===== config.mk =====
export PLATFORM = sky130hd
export DESIGN_NAME = micro_mem_path
export DESIGN_NICKNAME = d
export VERILOG_FILES = /design/src/shared/micro_mem_pkg.sv /design/src/rtl/micro_mem_path.sv
export SDC_FILE = /design/constraint.sdc
export NUM_CORES = 1
export LEC_CHECK = 0
export BUFFER_PORTS_ARGS = -buffer_cell sky130_fd_sc_hd__buf_4
export CORE_ASPECT_RATIO = 1.4
export CORE_MARGIN = 2
export CORE_UTILIZATION = 43
export DETAILED_ROUTE_END_ITERATION = 6
export PLACE_DENSITY = 0.7
export SLEW_MARGIN = 20
export SYNTH_ARGS = -nofsm -noshare
export SYNTH_HDL_FRONTEND = slang
export SYNTH_SLANG_ARGS = --single-unit

===== constraint.sdc =====
create_clock -name clk_i -period 3.9 [get_ports clk_i]
set_input_delay 0.585 -clock clk_i [delete_from_list [all_inputs] [get_ports clk_i]]
set_output_delay 0.585 -clock clk_i [all_outputs]
set_load 0.1 [all_outputs]

===== src/shared/micro_mem_pkg.sv =====
package micro_mem_pkg;
    localparam int CLK_MHZ = 200;
    localparam int START_NS = 250;
    localparam int START_CYCLES = (START_NS * CLK_MHZ + 999) / 1000;
    localparam logic [7:0] ADR_CTRL = 8'h00;
    localparam logic [7:0] ADR_CMD = 8'h04;
    localparam logic [7:0] ADR_MAR = 8'h08;
    localparam logic [7:0] ADR_FLEN = 8'h0C;
    localparam logic [7:0] ADR_STATUS = 8'h10;
    localparam logic [7:0] ADR_MIR = 8'h14;
    localparam logic [7:0] ADR_READ = 8'h18;
    localparam int CTRL_HIGH = 0;
    localparam int CTRL_LOW = 1;
    localparam int CTRL_DOWN = 2;
    localparam int CTRL_MEX = 3;
    localparam int CMD_EXEC = 0;
    localparam int CMD_MOVE = 1;
    localparam int CMD_LATCH = 2;
    localparam int CMD_STROBE = 3;
    localparam int CMD_CAPT = 4;
    localparam logic [3:0] CTRL_RST = 4'h0;
    localparam logic [23:0] MAR_RST = 24'h000000;
    localparam logic [4:0] FLEN_RST = 5'h18;
    localparam logic [15:0] MICRO_RST = 16'h0000;
    localparam logic [4:0] FLEN_FULL = 5'h18;
    localparam logic [3:0] OP_FAMILY = 4'h0;
    localparam logic [3:0] OP_LIT1 = 4'h1;
    localparam logic [3:0] OP_LIT2 = 4'h2;
    localparam logic [3:0] OP_MEM = 4'h7;
    localparam logic [3:0] OP_LIT8 = 4'h8;
    localparam logic [3:0] FAM_D = 4'hD;
    localparam logic [3:0] FAM_F = 4'hF;
    localparam logic [3:0] DIG_HALT = 4'h1;
    localparam logic [3:0] DIG_NORM = 4'h3;
    localparam logic [3:0] DIG_SHIFT = 4'h4;
    localparam logic [3:0] DIG_PAIR = 4'h5;
    localparam logic [3:0] DIG_COUNT = 4'h6;
    localparam logic [3:0] DIG_XCHG = 4'h7;

    typedef struct packed {
        logic halt;
        logic normalize_x;
        logic shift_rotate;
        logic shift_pair;
        logic count_field;
        logic exchange_doublepad;
    } micro_decode_s;

    typedef struct packed {
        logic [31:0] data;
        logic [3:0] parity;
    } latch_word_s;
endpackage

===== src/rtl/micro_mem_path.sv =====
module micro_mem_path (
    input wire logic clk_i,
    input wire logic rst_i,
    input wire logic ce_i,
    input wire logic wb_cyc_i,
    input wire logic wb_stb_i,
    input wire logic wb_we_i,
    input wire logic [7:0] wb_adr_i,
    input wire logic [3:0] wb_sel_i,
    input wire logic [31:0] wb_dat_i,
    output logic [31:0] wb_dat_o,
    output logic wb_ack_o,
    input wire micro_mem_pkg::latch_word_s memory_latch_out_i,
    input wire logic [23:0] exchange_data_i,
    input wire logic tape_switch_i,
    output logic [15:0] micro_operator_bus_o,
    output micro_mem_pkg::micro_decode_s micro_decode_o,
    output logic not_eight_bit_literal_o,
    output logic micro_register_source_o,
    output logic maintenance_tape_mode_o,
    output logic run_or_step_mode_o,
    output logic memory_start_latch_o,
    output logic [23:0] stepped_address_o,
    output logic [15:0] read_data_o,
    output logic latch_high_select_o,
    output logic latch_low_inhibit_o,
    output logic latch_low_enable_o,
    output logic [3:0] module_parity_out_o,
    output logic [3:0] module_parity_good_o,
    output logic [23:0] mask_generate_o,
    output logic [23:0] x_top_bit_o,
    output logic mask_strobe_second_o,
    output logic [23:0] exchange_o,
    output logic exchange_from_info_reg_o
);
    localparam int START_LEN = micro_mem_pkg::START_CYCLES;

    function automatic logic op_is(input logic [15:0] m, input logic [3:0] dig, input logic [3:0] fam);
        op_is = (m[15:12] == micro_mem_pkg::OP_FAMILY) && (m[11:8] == dig) && (m[7:4] == fam);
    endfunction

    micro_mem_pkg::latch_word_s latch_a;
    micro_mem_pkg::latch_word_s latch_s;
    logic tape_a;
    logic tape_s;
    logic [3:0] ctrl;
    logic [23:0] memory_address_register;
    logic [4:0] field_len;
    logic [15:0] micro;
    logic [23:0] mir;
    logic [5:0] start_cnt;

    // Bus decode
    wire wb_req = wb_cyc_i & wb_stb_i & ~wb_ack_o;
    wire wb_wr = wb_req & wb_we_i;
    wire hit_ctrl = (wb_adr_i == micro_mem_pkg::ADR_CTRL);
    wire hit_cmd = (wb_adr_i == micro_mem_pkg::ADR_CMD);
    wire hit_mar = (wb_adr_i == micro_mem_pkg::ADR_MAR);
    wire hit_field_len = (wb_adr_i == micro_mem_pkg::ADR_FLEN);
    wire wr_lane0 = wb_wr & wb_sel_i[0];
    wire [4:0] cmd = (wr_lane0 & hit_cmd) ? wb_dat_i[4:0] : 5'h00;
    wire cmd_exec = cmd[micro_mem_pkg::CMD_EXEC];
    wire cmd_move = cmd[micro_mem_pkg::CMD_MOVE];
    wire cmd_latch = cmd[micro_mem_pkg::CMD_LATCH];
    wire cmd_strobe = cmd[micro_mem_pkg::CMD_STROBE];
    wire cmd_capt = cmd[micro_mem_pkg::CMD_CAPT];
    wire [23:0] next_mar = {
        wb_sel_i[2] ? wb_dat_i[23:16] : memory_address_register[23:16],
        wb_sel_i[1] ? wb_dat_i[15:8] : memory_address_register[15:8],
        wb_sel_i[0] ? wb_dat_i[7:0] : memory_address_register[7:0]
    };

    // Latch selection; high half wins so the two paths never overlap
    wire high_sel = ctrl[micro_mem_pkg::CTRL_HIGH];
    wire low_inhibit = ~high_sel;
    wire low_en = ctrl[micro_mem_pkg::CTRL_LOW] & low_inhibit;
    wire [15:0] next_read =
        high_sel ? latch_s.data[31:16] :
        low_en ? latch_s.data[15:0] : 16'h0000;

    wire tape_mode_dest_block = tape_s;
    wire micro_register_dest = cmd_move & ~tape_mode_dest_block;
    wire micro_register_from_latches = cmd_latch & ~micro_register_dest;
    wire is_mem_micro = (micro[15:12] == micro_mem_pkg::OP_MEM);
    wire memory_start_set = cmd_exec & is_mem_micro & ~memory_start_latch_o;

    wire [23:0] next_mask = (field_len >= micro_mem_pkg::FLEN_FULL) ? 24'hFFFFFF :
        24'((25'h0000001 << field_len) - 25'h0000001);
    wire [23:0] next_top = (field_len == 5'h00) ? 24'h000000 :
        (field_len >= micro_mem_pkg::FLEN_FULL) ? 24'h800000 : 24'(25'h0000001 << (field_len - 5'h01));
    wire [23:0] next_step = ctrl[micro_mem_pkg::CTRL_DOWN] ? (memory_address_register - 24'h000001) : (memory_address_register + 24'h000001);
    wire [31:0] write_word = {8'h00, mir};
    wire [31:0] status = {8'h00, micro_register_source_o, not_eight_bit_literal_o, tape_s,
        memory_start_latch_o, module_parity_good_o, micro};
    wire [31:0] next_rdata =
        (wb_adr_i == micro_mem_pkg::ADR_CTRL) ? {28'h0000000, ctrl} :
        (wb_adr_i == micro_mem_pkg::ADR_MAR) ? {8'h00, memory_address_register} :
        (wb_adr_i == micro_mem_pkg::ADR_FLEN) ? {27'h0000000, field_len} :
        (wb_adr_i == micro_mem_pkg::ADR_STATUS) ? status :
        (wb_adr_i == micro_mem_pkg::ADR_MIR) ? {8'h00, mir} :
        (wb_adr_i == micro_mem_pkg::ADR_READ) ? {16'h0000, read_data_o} : 32'h00000000;

    wire micro_mem_pkg::micro_decode_s next_decode;
    assign next_decode.halt = op_is(micro, micro_mem_pkg::DIG_HALT, micro_mem_pkg::FAM_F);
    assign next_decode.normalize_x = op_is(micro, micro_mem_pkg::DIG_NORM, micro_mem_pkg::FAM_F);
    assign next_decode.shift_rotate = op_is(micro, micro_mem_pkg::DIG_SHIFT, micro_mem_pkg::FAM_D);
    assign next_decode.shift_pair = op_is(micro, micro_mem_pkg::DIG_PAIR, micro_mem_pkg::FAM_D);
    assign next_decode.count_field = op_is(micro, micro_mem_pkg::DIG_COUNT, micro_mem_pkg::FAM_D);
    assign next_decode.exchange_doublepad = op_is(micro, micro_mem_pkg::DIG_XCHG, micro_mem_pkg::FAM_D);

    // Latch and tape switch pins pass two stages before use
    always_ff @(posedge clk_i) begin
        if (rst_i) begin
            latch_a <= '0;
            latch_s <= '0;
            tape_a <= 1'b0;
            tape_s <= 1'b0;
        end else if (ce_i) begin
            latch_a <= memory_latch_out_i;
            latch_s <= latch_a;
            tape_a <= tape_switch_i;
            tape_s <= tape_a;
        end
    end

    always_ff @(posedge clk_i) begin
        if (rst_i) begin
            wb_ack_o <= 1'b0;
            wb_dat_o <= 32'h00000000;
        end else if (ce_i) begin
            wb_ack_o <= wb_req;
            wb_dat_o <= wb_req ? next_rdata : 32'h00000000;
        end
    end

    always_ff @(posedge clk_i) begin
        if (rst_i) begin
            ctrl <= micro_mem_pkg::CTRL_RST;
            memory_address_register <= micro_mem_pkg::MAR_RST;
            field_len <= micro_mem_pkg::FLEN_RST;
        end else if (ce_i) begin
            if (wr_lane0 && hit_ctrl) begin
                ctrl <= wb_dat_i[3:0];
            end
            if (wb_wr && hit_mar) begin
                memory_address_register <= next_mar;
            end
            if (wr_lane0 && hit_field_len) begin
                field_len <= wb_dat_i[4:0];
            end
        end
    end

    always_ff @(posedge clk_i) begin
        if (rst_i) begin
            micro <= micro_mem_pkg::MICRO_RST;
        end else if (ce_i) begin
            if (micro_register_dest) begin
                micro <= exchange_data_i[15:0];
            end else if (micro_register_from_latches) begin
                micro <= read_data_o;
            end
        end
    end

    always_ff @(posedge clk_i) begin
        if (rst_i) begin
            memory_start_latch_o <= 1'b0;
            start_cnt <= 6'h00;
        end else if (ce_i) begin
            if (memory_start_set) begin
                memory_start_latch_o <= 1'b1;
                start_cnt <= 6'(START_LEN - 1);
            end else if (memory_start_latch_o) begin
                memory_start_latch_o <= (start_cnt != 6'h00);
                start_cnt <= start_cnt - 6'h01;
            end
        end
    end

    // Strobe from the exchange wins over a capture of read data
    always_ff @(posedge clk_i) begin
        if (rst_i) begin
            mir <= 24'h000000;
            mask_strobe_second_o <= 1'b0;
        end else if (ce_i) begin
            mask_strobe_second_o <= cmd_strobe | cmd_capt;
            if (cmd_strobe) begin
                mir <= exchange_data_i & mask_generate_o;
            end else if (cmd_capt) begin
                mir <= {8'h00, read_data_o};
            end
        end
    end

    // Per-module terms are nets so each bit has its own single driver
    wire [3:0] next_parity_out;
    wire [3:0] next_parity_good;

    genvar g;
    generate
        for (g = 0; g < 4; g++) begin : g_parity
            assign next_parity_out[g] = ~^write_word[8*g +: 8];
            assign next_parity_good[g] = ^{latch_s.data[8*g +: 8], latch_s.parity[g]};
        end
    endgenerate

    always_ff @(posedge clk_i) begin
        if (rst_i) begin
            module_parity_out_o <= 4'hF;
            module_parity_good_o <= 4'h0;
        end else if (ce_i) begin
            module_parity_out_o <= next_parity_out;
            module_parity_good_o <= next_parity_good;
        end
    end

    // Decodes lag the micro register by one cycle to stay registered
    always_ff @(posedge clk_i) begin
        if (rst_i) begin
            micro_decode_o <= '0;
            not_eight_bit_literal_o <= 1'b1;
            micro_register_source_o <= 1'b0;
            maintenance_tape_mode_o <= 1'b0;
            run_or_step_mode_o <= 1'b1;
        end else if (ce_i) begin
            micro_decode_o <= next_decode;
            not_eight_bit_literal_o <= (micro[15:12] != micro_mem_pkg::OP_LIT8);
            micro_register_source_o <= (micro[15:12] == micro_mem_pkg::OP_LIT1) ||
                (micro[15:12] == micro_mem_pkg::OP_LIT2) || (micro[15:12] == micro_mem_pkg::OP_LIT8);
            maintenance_tape_mode_o <= tape_s;
            run_or_step_mode_o <= ~tape_s;
        end
    end

    always_ff @(posedge clk_i) begin
        if (rst_i) begin
            read_data_o <= 16'h0000;
            latch_high_select_o <= 1'b0;
            latch_low_inhibit_o <= 1'b1;
            latch_low_enable_o <= 1'b0;
            stepped_address_o <= 24'h000001;
            mask_generate_o <= 24'hFFFFFF;
            x_top_bit_o <= 24'h800000;
            exchange_o <= 24'h000000;
            exchange_from_info_reg_o <= 1'b0;
        end else if (ce_i) begin
            read_data_o <= next_read;
            latch_high_select_o <= high_sel;
            latch_low_inhibit_o <= low_inhibit;
            latch_low_enable_o <= low_en;
            stepped_address_o <= next_step;
            mask_generate_o <= next_mask;
            x_top_bit_o <= next_top;
            exchange_from_info_reg_o <= ctrl[micro_mem_pkg::CTRL_MEX];
            exchange_o <= ctrl[micro_mem_pkg::CTRL_MEX] ? (mir & mask_generate_o) : 24'h000000;
        end
    end

    assign micro_operator_bus_o = micro;

    // Helper: counts cycles of the start pulse
    logic [7:0] start_len;
    always_ff @(posedge clk_i) begin
        if (rst_i) begin
            start_len <= 8'h00;
        end else if (ce_i) begin
            start_len <= memory_start_latch_o ? start_len + 8'h01 : 8'h00;
        end
    end
endmodule


==> results of run 1 <==
state kept, by name, indices dropped and copies added, names as in the netlist, 3 cells and up:
signal and flops:
latch_s 36, mir 24, stepped_address_o 24, read_data_o 16, micro_decode_o 6, module_parity_good_o 4, ctrl 4, x_top_bit_o 24
latch_a 36, wb_dat_o 24, micro_operator_bus_o 16, exchange_o 24, memory_address_register 24, start_cnt 6, field_len 5, mask_generate_o 24
module_parity_out_o 3
area by class of cell:
type / instances / area share (%)
Tap cell: 440 / 3.13
Sequential cell: 313 / 35.6
Clock buffer: 43 / 5.00
Clock inverter: 9 / 0.839
Timing Repair Buffer: 301 / 13.0
Inverter: 25 / 0.547
Antenna cell: 2 / 0.0284
Multi-Input combinational cell: 1208 / 41.8
how the worst max path moves through the flow:
stage | start | to | slack, ps | depth (start not counted)
4_1_cts | ctrl[2] | stepped_address_o[21] | 960 | 10
3_3_place_gp | wb_adr_i[1] | mir[12] | 790 | 10
6_report | ctrl[2] | stepped_address_o[21] | 940 | 10
5_1_grt | ctrl[2] | stepped_address_o[21] | 740 | 10
3_5_place_dp | wb_adr_i[1] | mir[9] | 710 | 10
2_1_floorplan | ctrl[2] | stepped_address_o[22] | 900 | 9
cell usage after synthesis, drive strengths merged (3+ instances only):
cell / instances
a22o: 13
nor3: 31
xor2: 17
a311oi: 16
clkbuf: 103
a21oi: 114
and3: 5
a31oi: 10
nand3: 52
nand2b: 4
xnor2: 56
o221ai: 4
inv: 25
dfxtp: 313
nand4: 30
o211ai: 3
a21o: 6
a211oi: 18
buf: 33
o31ai: 6
nor2: 259
a211o: 4
nand2: 176
and2: 6
o21a: 7
nand3b: 5
or2: 5
a22oi: 31
o21ai: 78
a222oi: 4
a32oi: 21
a221oi: 18
nor2b: 8
ha: 25
mux2i: 135
power by group through the flow:
stage                     Combinational (mW)  Sequential (mW)  Clock, mW
after floorplan                        0.302             3.50          0
after global placement                 0.636             3.38          0
after detailed placement               0.643             3.38          0
after CTS                              0.645             3.31       3.12
after global routing                   0.682             3.32       3.25
final                                  0.644             3.31       3.08
worst max-delay path, cell delays in order (launching register included):
cell,delay (ps)
dfxtp_1,360
buf_4,210
ha_1,290
a21o_1,170
o2111ai_1,190
a21boi_0,330
a21boi_0,220
o21ai_0,410
a32oi_1,180
o41ai_1,340
nand3_1,110
per-layer routing:
layer  part of all wire [%]  wire, um
met1                     38     17600
met2                     49     22800
met3                    8.0      3710
met4                    5.1      2390
met5                      0         0
kinds of logic after synthesis:
family	count (synthesis)
AOI/OAI and AO/OA	372
muxes	135
and+or+nand+nor	593
other	2
DFF	313
buffers and inverters	161
xor gates and xnor gates	73
adders and majority gates	26
==> out/results.ini, run 1 <==
[cells_and_area]
area_growth_pct=23.3
seq_area_mm2=0.00627
design_area_mm2=0.0176
fin_util_pct=54.0
stdcell_count=2341
fillerInstances=3099
final_common_cell=dfxtp_1
fin_nets=2017
layout_common_cells=dfxtp_1 (313), buf_4 (297), nor2_1 (256), nand2_1 (174), mux2i_1 (135)
final_layout_size_suffix_gt1_share_pct=19.0
multi_input_area_mm2=0.00736

[min_path]
whs_endpoint=latch_a[9]
hold_class=input port to flop
min_from=memory_latch_out_i[9]
hold_depth=3

[worst_setup_path]
worst-r2r-setup-slack_ps=940
r2r-start=ctrl[2]
crit_path_start_kind=flop
path_max_fanout=11
reg2reg_depth=10
critPathKind=flop to flop
critPathRequiredTime_ps=4330
end_kind=flop
r2r_end=stepped_address_o[21]
cp.arrival_ps=3390

[placed_design]
place.gp.congestion=0.930
pre_cts_ws_ps=712
io_buffers=277
hpwl_mm=33.5
placed_cells=2287
place_area_mm2=0.0166

[floorplanning]
start_util_pct=43.8
rows=78
die_w_um=158
ios=296
core_area_mm2=0.0326
dieArea_mm2=0.0347
die_y_um=220

[clock_network]
clock_path_buffers=3
cts_resized=0
clock_latency_ps=570
cts_buffers=31
clkTransAtPathRegs_ps=60
h-tree-depth=1
holdBufCountCts=0
cts_tree=yes
cts_num_sinks=313
cts-root-buf=clkbuf_16
cts_setup_buffers=0

[drt]
ant_nets=0
routedWlPerCell_um=19.8
vias=13200
drt_iter0_drc=916
remaining_drc_errors=4
totalWireLength_mm=46.5
dr.pass1.iters=7
viasPerCell=5.63

[timing]
finalCritPeriodShare_pct=75.8
fin_hold_ws_ps=249
fmax_ghz=0.338
finalSetupViolCount=0
fin_worst_skew_ps=13.0
setup_ws_ps=944
finalHoldViolCount=0
slew_headroom_pct=27.7
tns_ps=0
tightest_slew_ps=1080
rsz0062_at_grt=false
finalCriticalPeriod_ps=2960
finalMaxSlewViolations=0

[power_and_ir_drop]
leakagePower_nw=7.34
internal_power_mw=5.27
total_power_mw=7.03
switching_share_pct=25.0
p_switching_mw=1.76
power_density_mw_per_mm2=399
pwr-share-comb_pct=9.2
ir_drop_uv=388
clockPowerShare_pct=43.8
power_frac_seq_pct=47.1

[status]
status=finished, violations left
violations=design-rule violations

[global_routing]
gr-usage-met2_pct=44.3
grt_max_degree=106
grt_pass1_vias=12700
grt_pass1_wl_mm=70.5
grt_use_total_pct=26.0
use_met1_pct=30.6
antenna_found_initial=2
grt-busiest-layer=met2
grt-ovfl-total=0
gr-usage-met3_pct=5.27

[synthesis]
netlist_top_cells_area=dfxtp_1 (44%), mux2i_1 (9.5%), nor2_1 (6.8%)
synth_area_mm2=0.0143
synth_compound_area_share_pct=17.0
yosysSeqAreaShare_pct=43.9
synth-xor-area-share_pct=4.48
synth_top_area_share_pct=43.9
synth_area_leader_cell=dfxtp_1
synthMuxAreaShare_pct=9.47
synth_area_per_cell_um2=8.52
synth_fa_ha_area_share_pct=2.33
postSynthCellCount=1675
synth_simple_gate_area_share_pct=18.0
synth_edf_count=0
ys_ff_latch=313
async_flop_share_pct=0
yosys_warnings=0
yosysUniqueCellTypes=66
synth_top_family_by_area=simple AND/OR/NAND/NOR gates
synth_flop_cell=dfxtp_1

[flow_run]
cap_viol_max_count=0

Power figures use the tool's default switching activity.
==> inputs of run 2 (changes only) <==
- clock period: 3.9 -> 2.9 ns (I/O delays scaled with it)
==> run 2 against run 1 <==
Effect of this change: the flow now finishes without violations; clock power increased by 35%; combinational power up 35%; die area did not move; non-clock buffer count grew 25; global-route usage decreased by 0.075 points; critical endpoint is now stepped_address_o[18].
==> out/results.ini, run 2 (synthesis gave the netlist of run 1 again) <==
[worst_setup_path]
end_kind=flop
critPathRequiredTime_ps=3370
cp.arrival_ps=3230
slowest_stage=fa_1
crit_chain=inv_1 -> fa_1 -> nor2b_1 -> o31a_1 -> o31a_1 -> a21o_1 -> a31o_1 -> a41oi_1 -> xnor2_1 -> a22o_1
crit_top_cell=o31a_1
crit_path_start_kind=flop
path_max_fanout=13
slowest_delay_ps=470
reg2reg_depth=10
critPathKind=flop to flop

[drt]
drt_iter0_drc=936
remaining_drc_errors=0
routedWlPerCell_um=19.6
totalWireLength_mm=46.5
ant_nets=0
vias=13100
dr.pass1.iters=7
viasPerCell=5.54

[timing]
finalMaxSlewViolations=0
finalHoldViolCount=0
slew_headroom_pct=29.7
rsz0062_at_grt=false
tightest_slew_ps=1050
finalCritPeriodShare_pct=95.3
finalCriticalPeriod_ps=2770
fmax_ghz=0.362
fin_worst_skew_ps=11.6
fin_hold_ws_ps=84.2
finalSetupViolCount=0
tns_ps=0

[clock_network]
h-tree-depth=1
cts_num_sinks=313
holdBufCountCts=0
clock_latency_ps=580
clkTransAtPathRegs_ps=60
cts_setup_buffers=0
cts_buffers=31
cts_tree=yes
cts-root-buf=clkbuf_16
clock_path_buffers=3
cts_resized=0

[power_and_ir_drop]
total_power_mw=9.47
ir_drop_uv=471
power_density_mw_per_mm2=531
leakagePower_nw=7.49

[global_routing]
grt-ovfl-total=0
grt_pass1_vias=12500
grt_max_degree=187
antenna_found_initial=2
grt_use_total_pct=25.9
grt_pass1_wl_mm=69.9

[cells_and_area]
fin_util_pct=54.7
stdcell_count=2368
area_growth_pct=25.0
fin_nets=2042
layout_common_cells=buf_4 (320), dfxtp_1 (312), nor2_1 (256), nand2_1 (174), mux2i_1 (135)
largestRegisters=latch_a: 36 flops, latch_s: 36 flops
final_layout_size_suffix_gt1_share_pct=20.2
final_common_cell=buf_4

[floorplanning]
die_w_um=158
start_util_pct=43.8
ios=296
rows=78
dieArea_mm2=0.0347
die_y_um=220
core_area_mm2=0.0326

[placed_design]
hpwl_mm=33.6
place.gp.congestion=0.939
io_buffers=277
placed_cells=2312

[status]
status=finished clean

[min_path]
hold_depth=3
hold_class=input port to flop

[flow_run]
cap_viol_max_count=0

run 2: per-layer routing:
metal / GRT usage (%) / wire, um
met5: 0 / 0
met4: 13.4 / 2300
met3: 5.70 / 3450
met2: 44.4 / 22800
met1: 30.0 / 17900
run 2: area by class of cell:
| type | instances | area [um^2] |
|---|---|---|
| Timing Repair Buffer | 326 | 2510 |
| Multi-Input combinational cell | 1208 | 7360 |
| Inverter | 25 | 95.1 |
| Sequential cell | 313 | 6270 |
| Tap cell | 440 | 551 |
| Clock buffer | 43 | 901 |
| Antenna cell | 2 | 5.00 |
| Fill cell | 3103 | 14800 |
| Clock inverter | 11 | 146 |
run 2: power breakdown:
| group | leakage (nW) | internal [mW] | switching (mW) |
|---|---|---|---|
| combinational | 4.44 | 0.275 | 0.595 |
| sequential | 2.54 | 4.37 | 0.0807 |
| clock | 0.512 | 2.42 | 1.73 |
run 2: through the flow:
stage	worst slack (ps)	cell area, um^2
floorplan	167	14300
global placement	112	16800
detailed placement	92.4	16800
CTS	77.7	17800
global route	19.0	17800
finish	135	17800
run 2: critical path: cells and delay by family, from the launching register on:
family | cells | cell delay, ps
AND/OR/NAND/NOR | 1 | 250
flip-flops | 1 | 460
buffers and inverters | 1 | 90
XOR/XNOR | 1 | 150
AO/OA/AOI/OAI | 6 | 1250
adder cells (fa/ha/maj) | 1 | 470
run 2: final timing paths:
path,start,endpoint,slack [ps]
worst max-delay path,ctrl[2],stepped_address_o[18],130
worst min-delay path,wb_dat_i[12],memory_address_register[12],80
worst max register to register,ctrl[2],stepped_address_o[18],130
worst min register to register,x_top_bit_o[23],x_top_bit_o[23],460
==> inputs of run 3 (changes only) <==
- ABC_AREA: default -> 1
- PLACE_DENSITY: 0.7 -> 0.69
==> run 3 against run 2 <==
Effect of this change: utilization decreased by 1.8 points; sequential power increased by 2%; sequential share of layout area decreased by 2.8 points; first-iteration DRC count increased by 9.8%; register-to-register slack improved by 420 ps; area after synthesis increased by 11%; worst setup slack improved by 420 ps; non-clock buffer count decreased by 26; combinational power increased by 40%; critical path type unchanged; highest routed layer unchanged.
==> out/results.ini, run 3 <==
[timing]
fin_worst_skew_ps=18.0
finalCritPeriodShare_pct=81.0
finalHoldViolCount=0
tns_ps=0
tightest_slew_ps=845
finalCriticalPeriod_ps=2350
fin_hold_ws_ps=71.3
rsz0062_at_grt=false
fmax_ghz=0.426
finalSetupViolCount=0
finalMaxSlewViolations=0
slew_headroom_pct=43.7

[floorplanning]
die_w_um=166
rows=83
die_y_um=231
core_area_mm2=0.0366
ios=296
dieArea_mm2=0.0384
start_util_pct=43.4

[drt]
ant_nets=0
dr.pass1.iters=5
viasPerCell=5.24
totalWireLength_mm=54.9
routedWlPerCell_um=17.9
vias=16100
drt_iter0_drc=1028
remaining_drc_errors=0

[power_and_ir_drop]
ir_drop_uv=775
power_density_mw_per_mm2=523
leakagePower_nw=9.11
total_power_mw=10.1

[clock_network]
cts-root-buf=clkbuf_16
cts_num_sinks=313
cts_buffers=31
h-tree-depth=1
cts_resized=0
clock_path_buffers=3
clock_latency_ps=590
clkTransAtPathRegs_ps=60
holdBufCountCts=0
cts_tree=yes
cts_setup_buffers=0

[worst_setup_path]
cp.arrival_ps=2820
path_buf_inv=2
crit_chain=buf_4 -> ha_1 -> or2_2 -> nand3_1 -> nand2_1 -> nand2_1 -> nand2_1 -> xnor2_1 -> nand2_1 -> nand2_1 -> inv_1
slowest_stage=ha_1
worst-r2r-setup-slack_ps=550
r2r-start=ctrl[2]
end_kind=flop
reg2reg_depth=11
critPathKind=flop to flop
path_max_fanout=23
crit_path_start_kind=flop
slowest_delay_ps=370
critPathRequiredTime_ps=3370
r2r_end=stepped_address_o[15]
crit_top_cell=nand2_1
crit_family=simple AND/OR/NAND/NOR gates

[synthesis]
synth_commonest_cells=nand2_1 (561), nor2_1 (361), dfxtp_1 (313), inv_1 (242), a21oi_1 (179)
postSynthCellCount=2366
yosysSeqAreaShare_pct=39.5
yosysMostFrequentCell=nand2_1
synth_area_mm2=0.0159
yosys_warnings=0
synth_flop_cell=dfxtp_1
yosysUniqueCellTypes=49
synth_area_per_cell_um2=6.70
netlist_top_cells_area=dfxtp_1 (40%), nand2_1 (13%), nor2_1 (8.5%)
synth_edf_count=0
async_flop_share_pct=0
synth_area_leader_cell=dfxtp_1
ys_ff_latch=313
synth_top_area_share_pct=39.5

[cells_and_area]
layout_common_cells=nand2_1 (561), nor2_1 (361), dfxtp_1 (313), buf_4 (292), inv_1 (241)
final_common_cell=nand2_1
fin_nets=2721
design_area_mm2=0.0193
area_growth_pct=22.0
antennaDiodeCount=0
largestRegisters=latch_a: 36 flops, latch_s: 36 flops
fillerInstances=3669
final_layout_size_suffix_gt1_share_pct=15.6

[flow_run]
cap_viol_max_count=0

[placed_design]
io_buffers=277
place_area_mm2=0.0182
hpwl_mm=41.8
place.gp.congestion=0.990

[status]
status=finished clean

[min_path]
min_from=memory_latch_out_i[24]
hold_class=input port to flop
hold_depth=3
whs_endpoint=latch_a[24]

[global_routing]
grt_pass1_wl_mm=83.6
grt_pass1_vias=15200
antenna_found_initial=0
grt-ovfl-total=0
grt_max_degree=163
grt_use_total_pct=27.4

==> run 3: cell types whose count changed after synthesis, sizes merged, moves of 16 or more <==
| cell | change |
|---|---|
| a22oi | -31 |
| nor2 | +121 |
| clkbuf | -39 |
| a21oi | +66 |
| o21ai | +72 |
| mux2i | -135 |
| xnor2 | -29 |
| nand3 | +95 |
| buf | +25 |
| inv | +228 |
| nand2 | +389 |
| nand4 | +30 |
| a311oi | -16 |
==> run 3: per-stage QoR <==
step | utilization, % | cells | worst slack, ps
2_1_floorplan | - | 2373 | 620
3_3_place_gp | 49.9 | 3018 | 551
3_5_place_dp | 49.9 | 3018 | 525
4_1_cts | 52.9 | 3074 | 546
5_1_grt | 52.9 | 3074 | 408
6_report | 52.9 | 3074 | 550
==> run 3: kinds of logic (layout without fill, tap and decap cells) <==
kind of cell             after synthesis  count (layout)  share of synthesized area, %
AND/OR/NAND/NOR                     1199            1199                          32.0
AO/OA/AOI/OAI                        401             401                          14.1
buffers and inverters                378             612                          9.67
flip-flops                           313             313                          39.5
XOR/XNOR                              47              47                          2.60
adder cells (fa/ha/maj)               26              26                          2.10
other                                  2               9                        0.0474
==> run 3: worst register-to-register path, stage by stage (launching register included) <==
cell and delay (ps):
dfxtp_1 340, buf_4 310, ha_1 370, or2_2 330
nand3_1 90, nand2_1 150, nand2_1 100, nand2_1 70
xnor2_1 280, nand2_1 100, nand2_1 70, inv_1 30
==> run 3: worst max path at each step <==
stage | start | end | slack [ps] | cells after the start
5_1_grt | ctrl[2] | stepped_address_o[15] | 410 | 11
2_1_floorplan | ctrl[2] | stepped_address_o[9] | 620 | 10
6_report | ctrl[2] | stepped_address_o[15] | 550 | 11
4_1_cts | ctrl[2] | stepped_address_o[15] | 550 | 11
3_3_place_gp | wb_adr_i[0] | wb_dat_o[20] | 550 | 10
3_5_place_dp | wb_adr_i[0] | wb_dat_o[20] | 530 | 10
==> run 3: cell type report <==
type                    count  area (um^2)  area share [%]
inverters                 256          966            4.99
multi-input cells        1682         8080            41.8
repair buffers            300         2340            12.1
well taps                 467          584            3.02
flip-flops and latches    313         6270            32.4
clock inverters            16          262            1.35
clock buffers              40          840            4.34
==> run 3: power by group <==
part / total [mW] / leakage [nW] / switching [mW] / internal, mW
Combinational: 1.22 / 6.02 / 0.892 / 0.324
Clock: 4.38 / 0.542 / 1.73 / 2.65
Sequential: 4.52 / 2.55 / 0.0970 / 4.42
Total: 10.1 / 9.11 / 2.72 / 7.40
==> run 3: per-layer routing <==
| metal | GRT usage (%) | up-vias | share of wire, % |
|---|---|---|---|
| li1 | - | 8070 | - |
| met1 | 32.3 | 7346 | 39 |
| met2 | 48.5 | 570 | 49 |
| met3 | 3.83 | 124 | 6.3 |
| met4 | 13.8 | 0 | 5.5 |
| met5 | 0 | - | 0 |
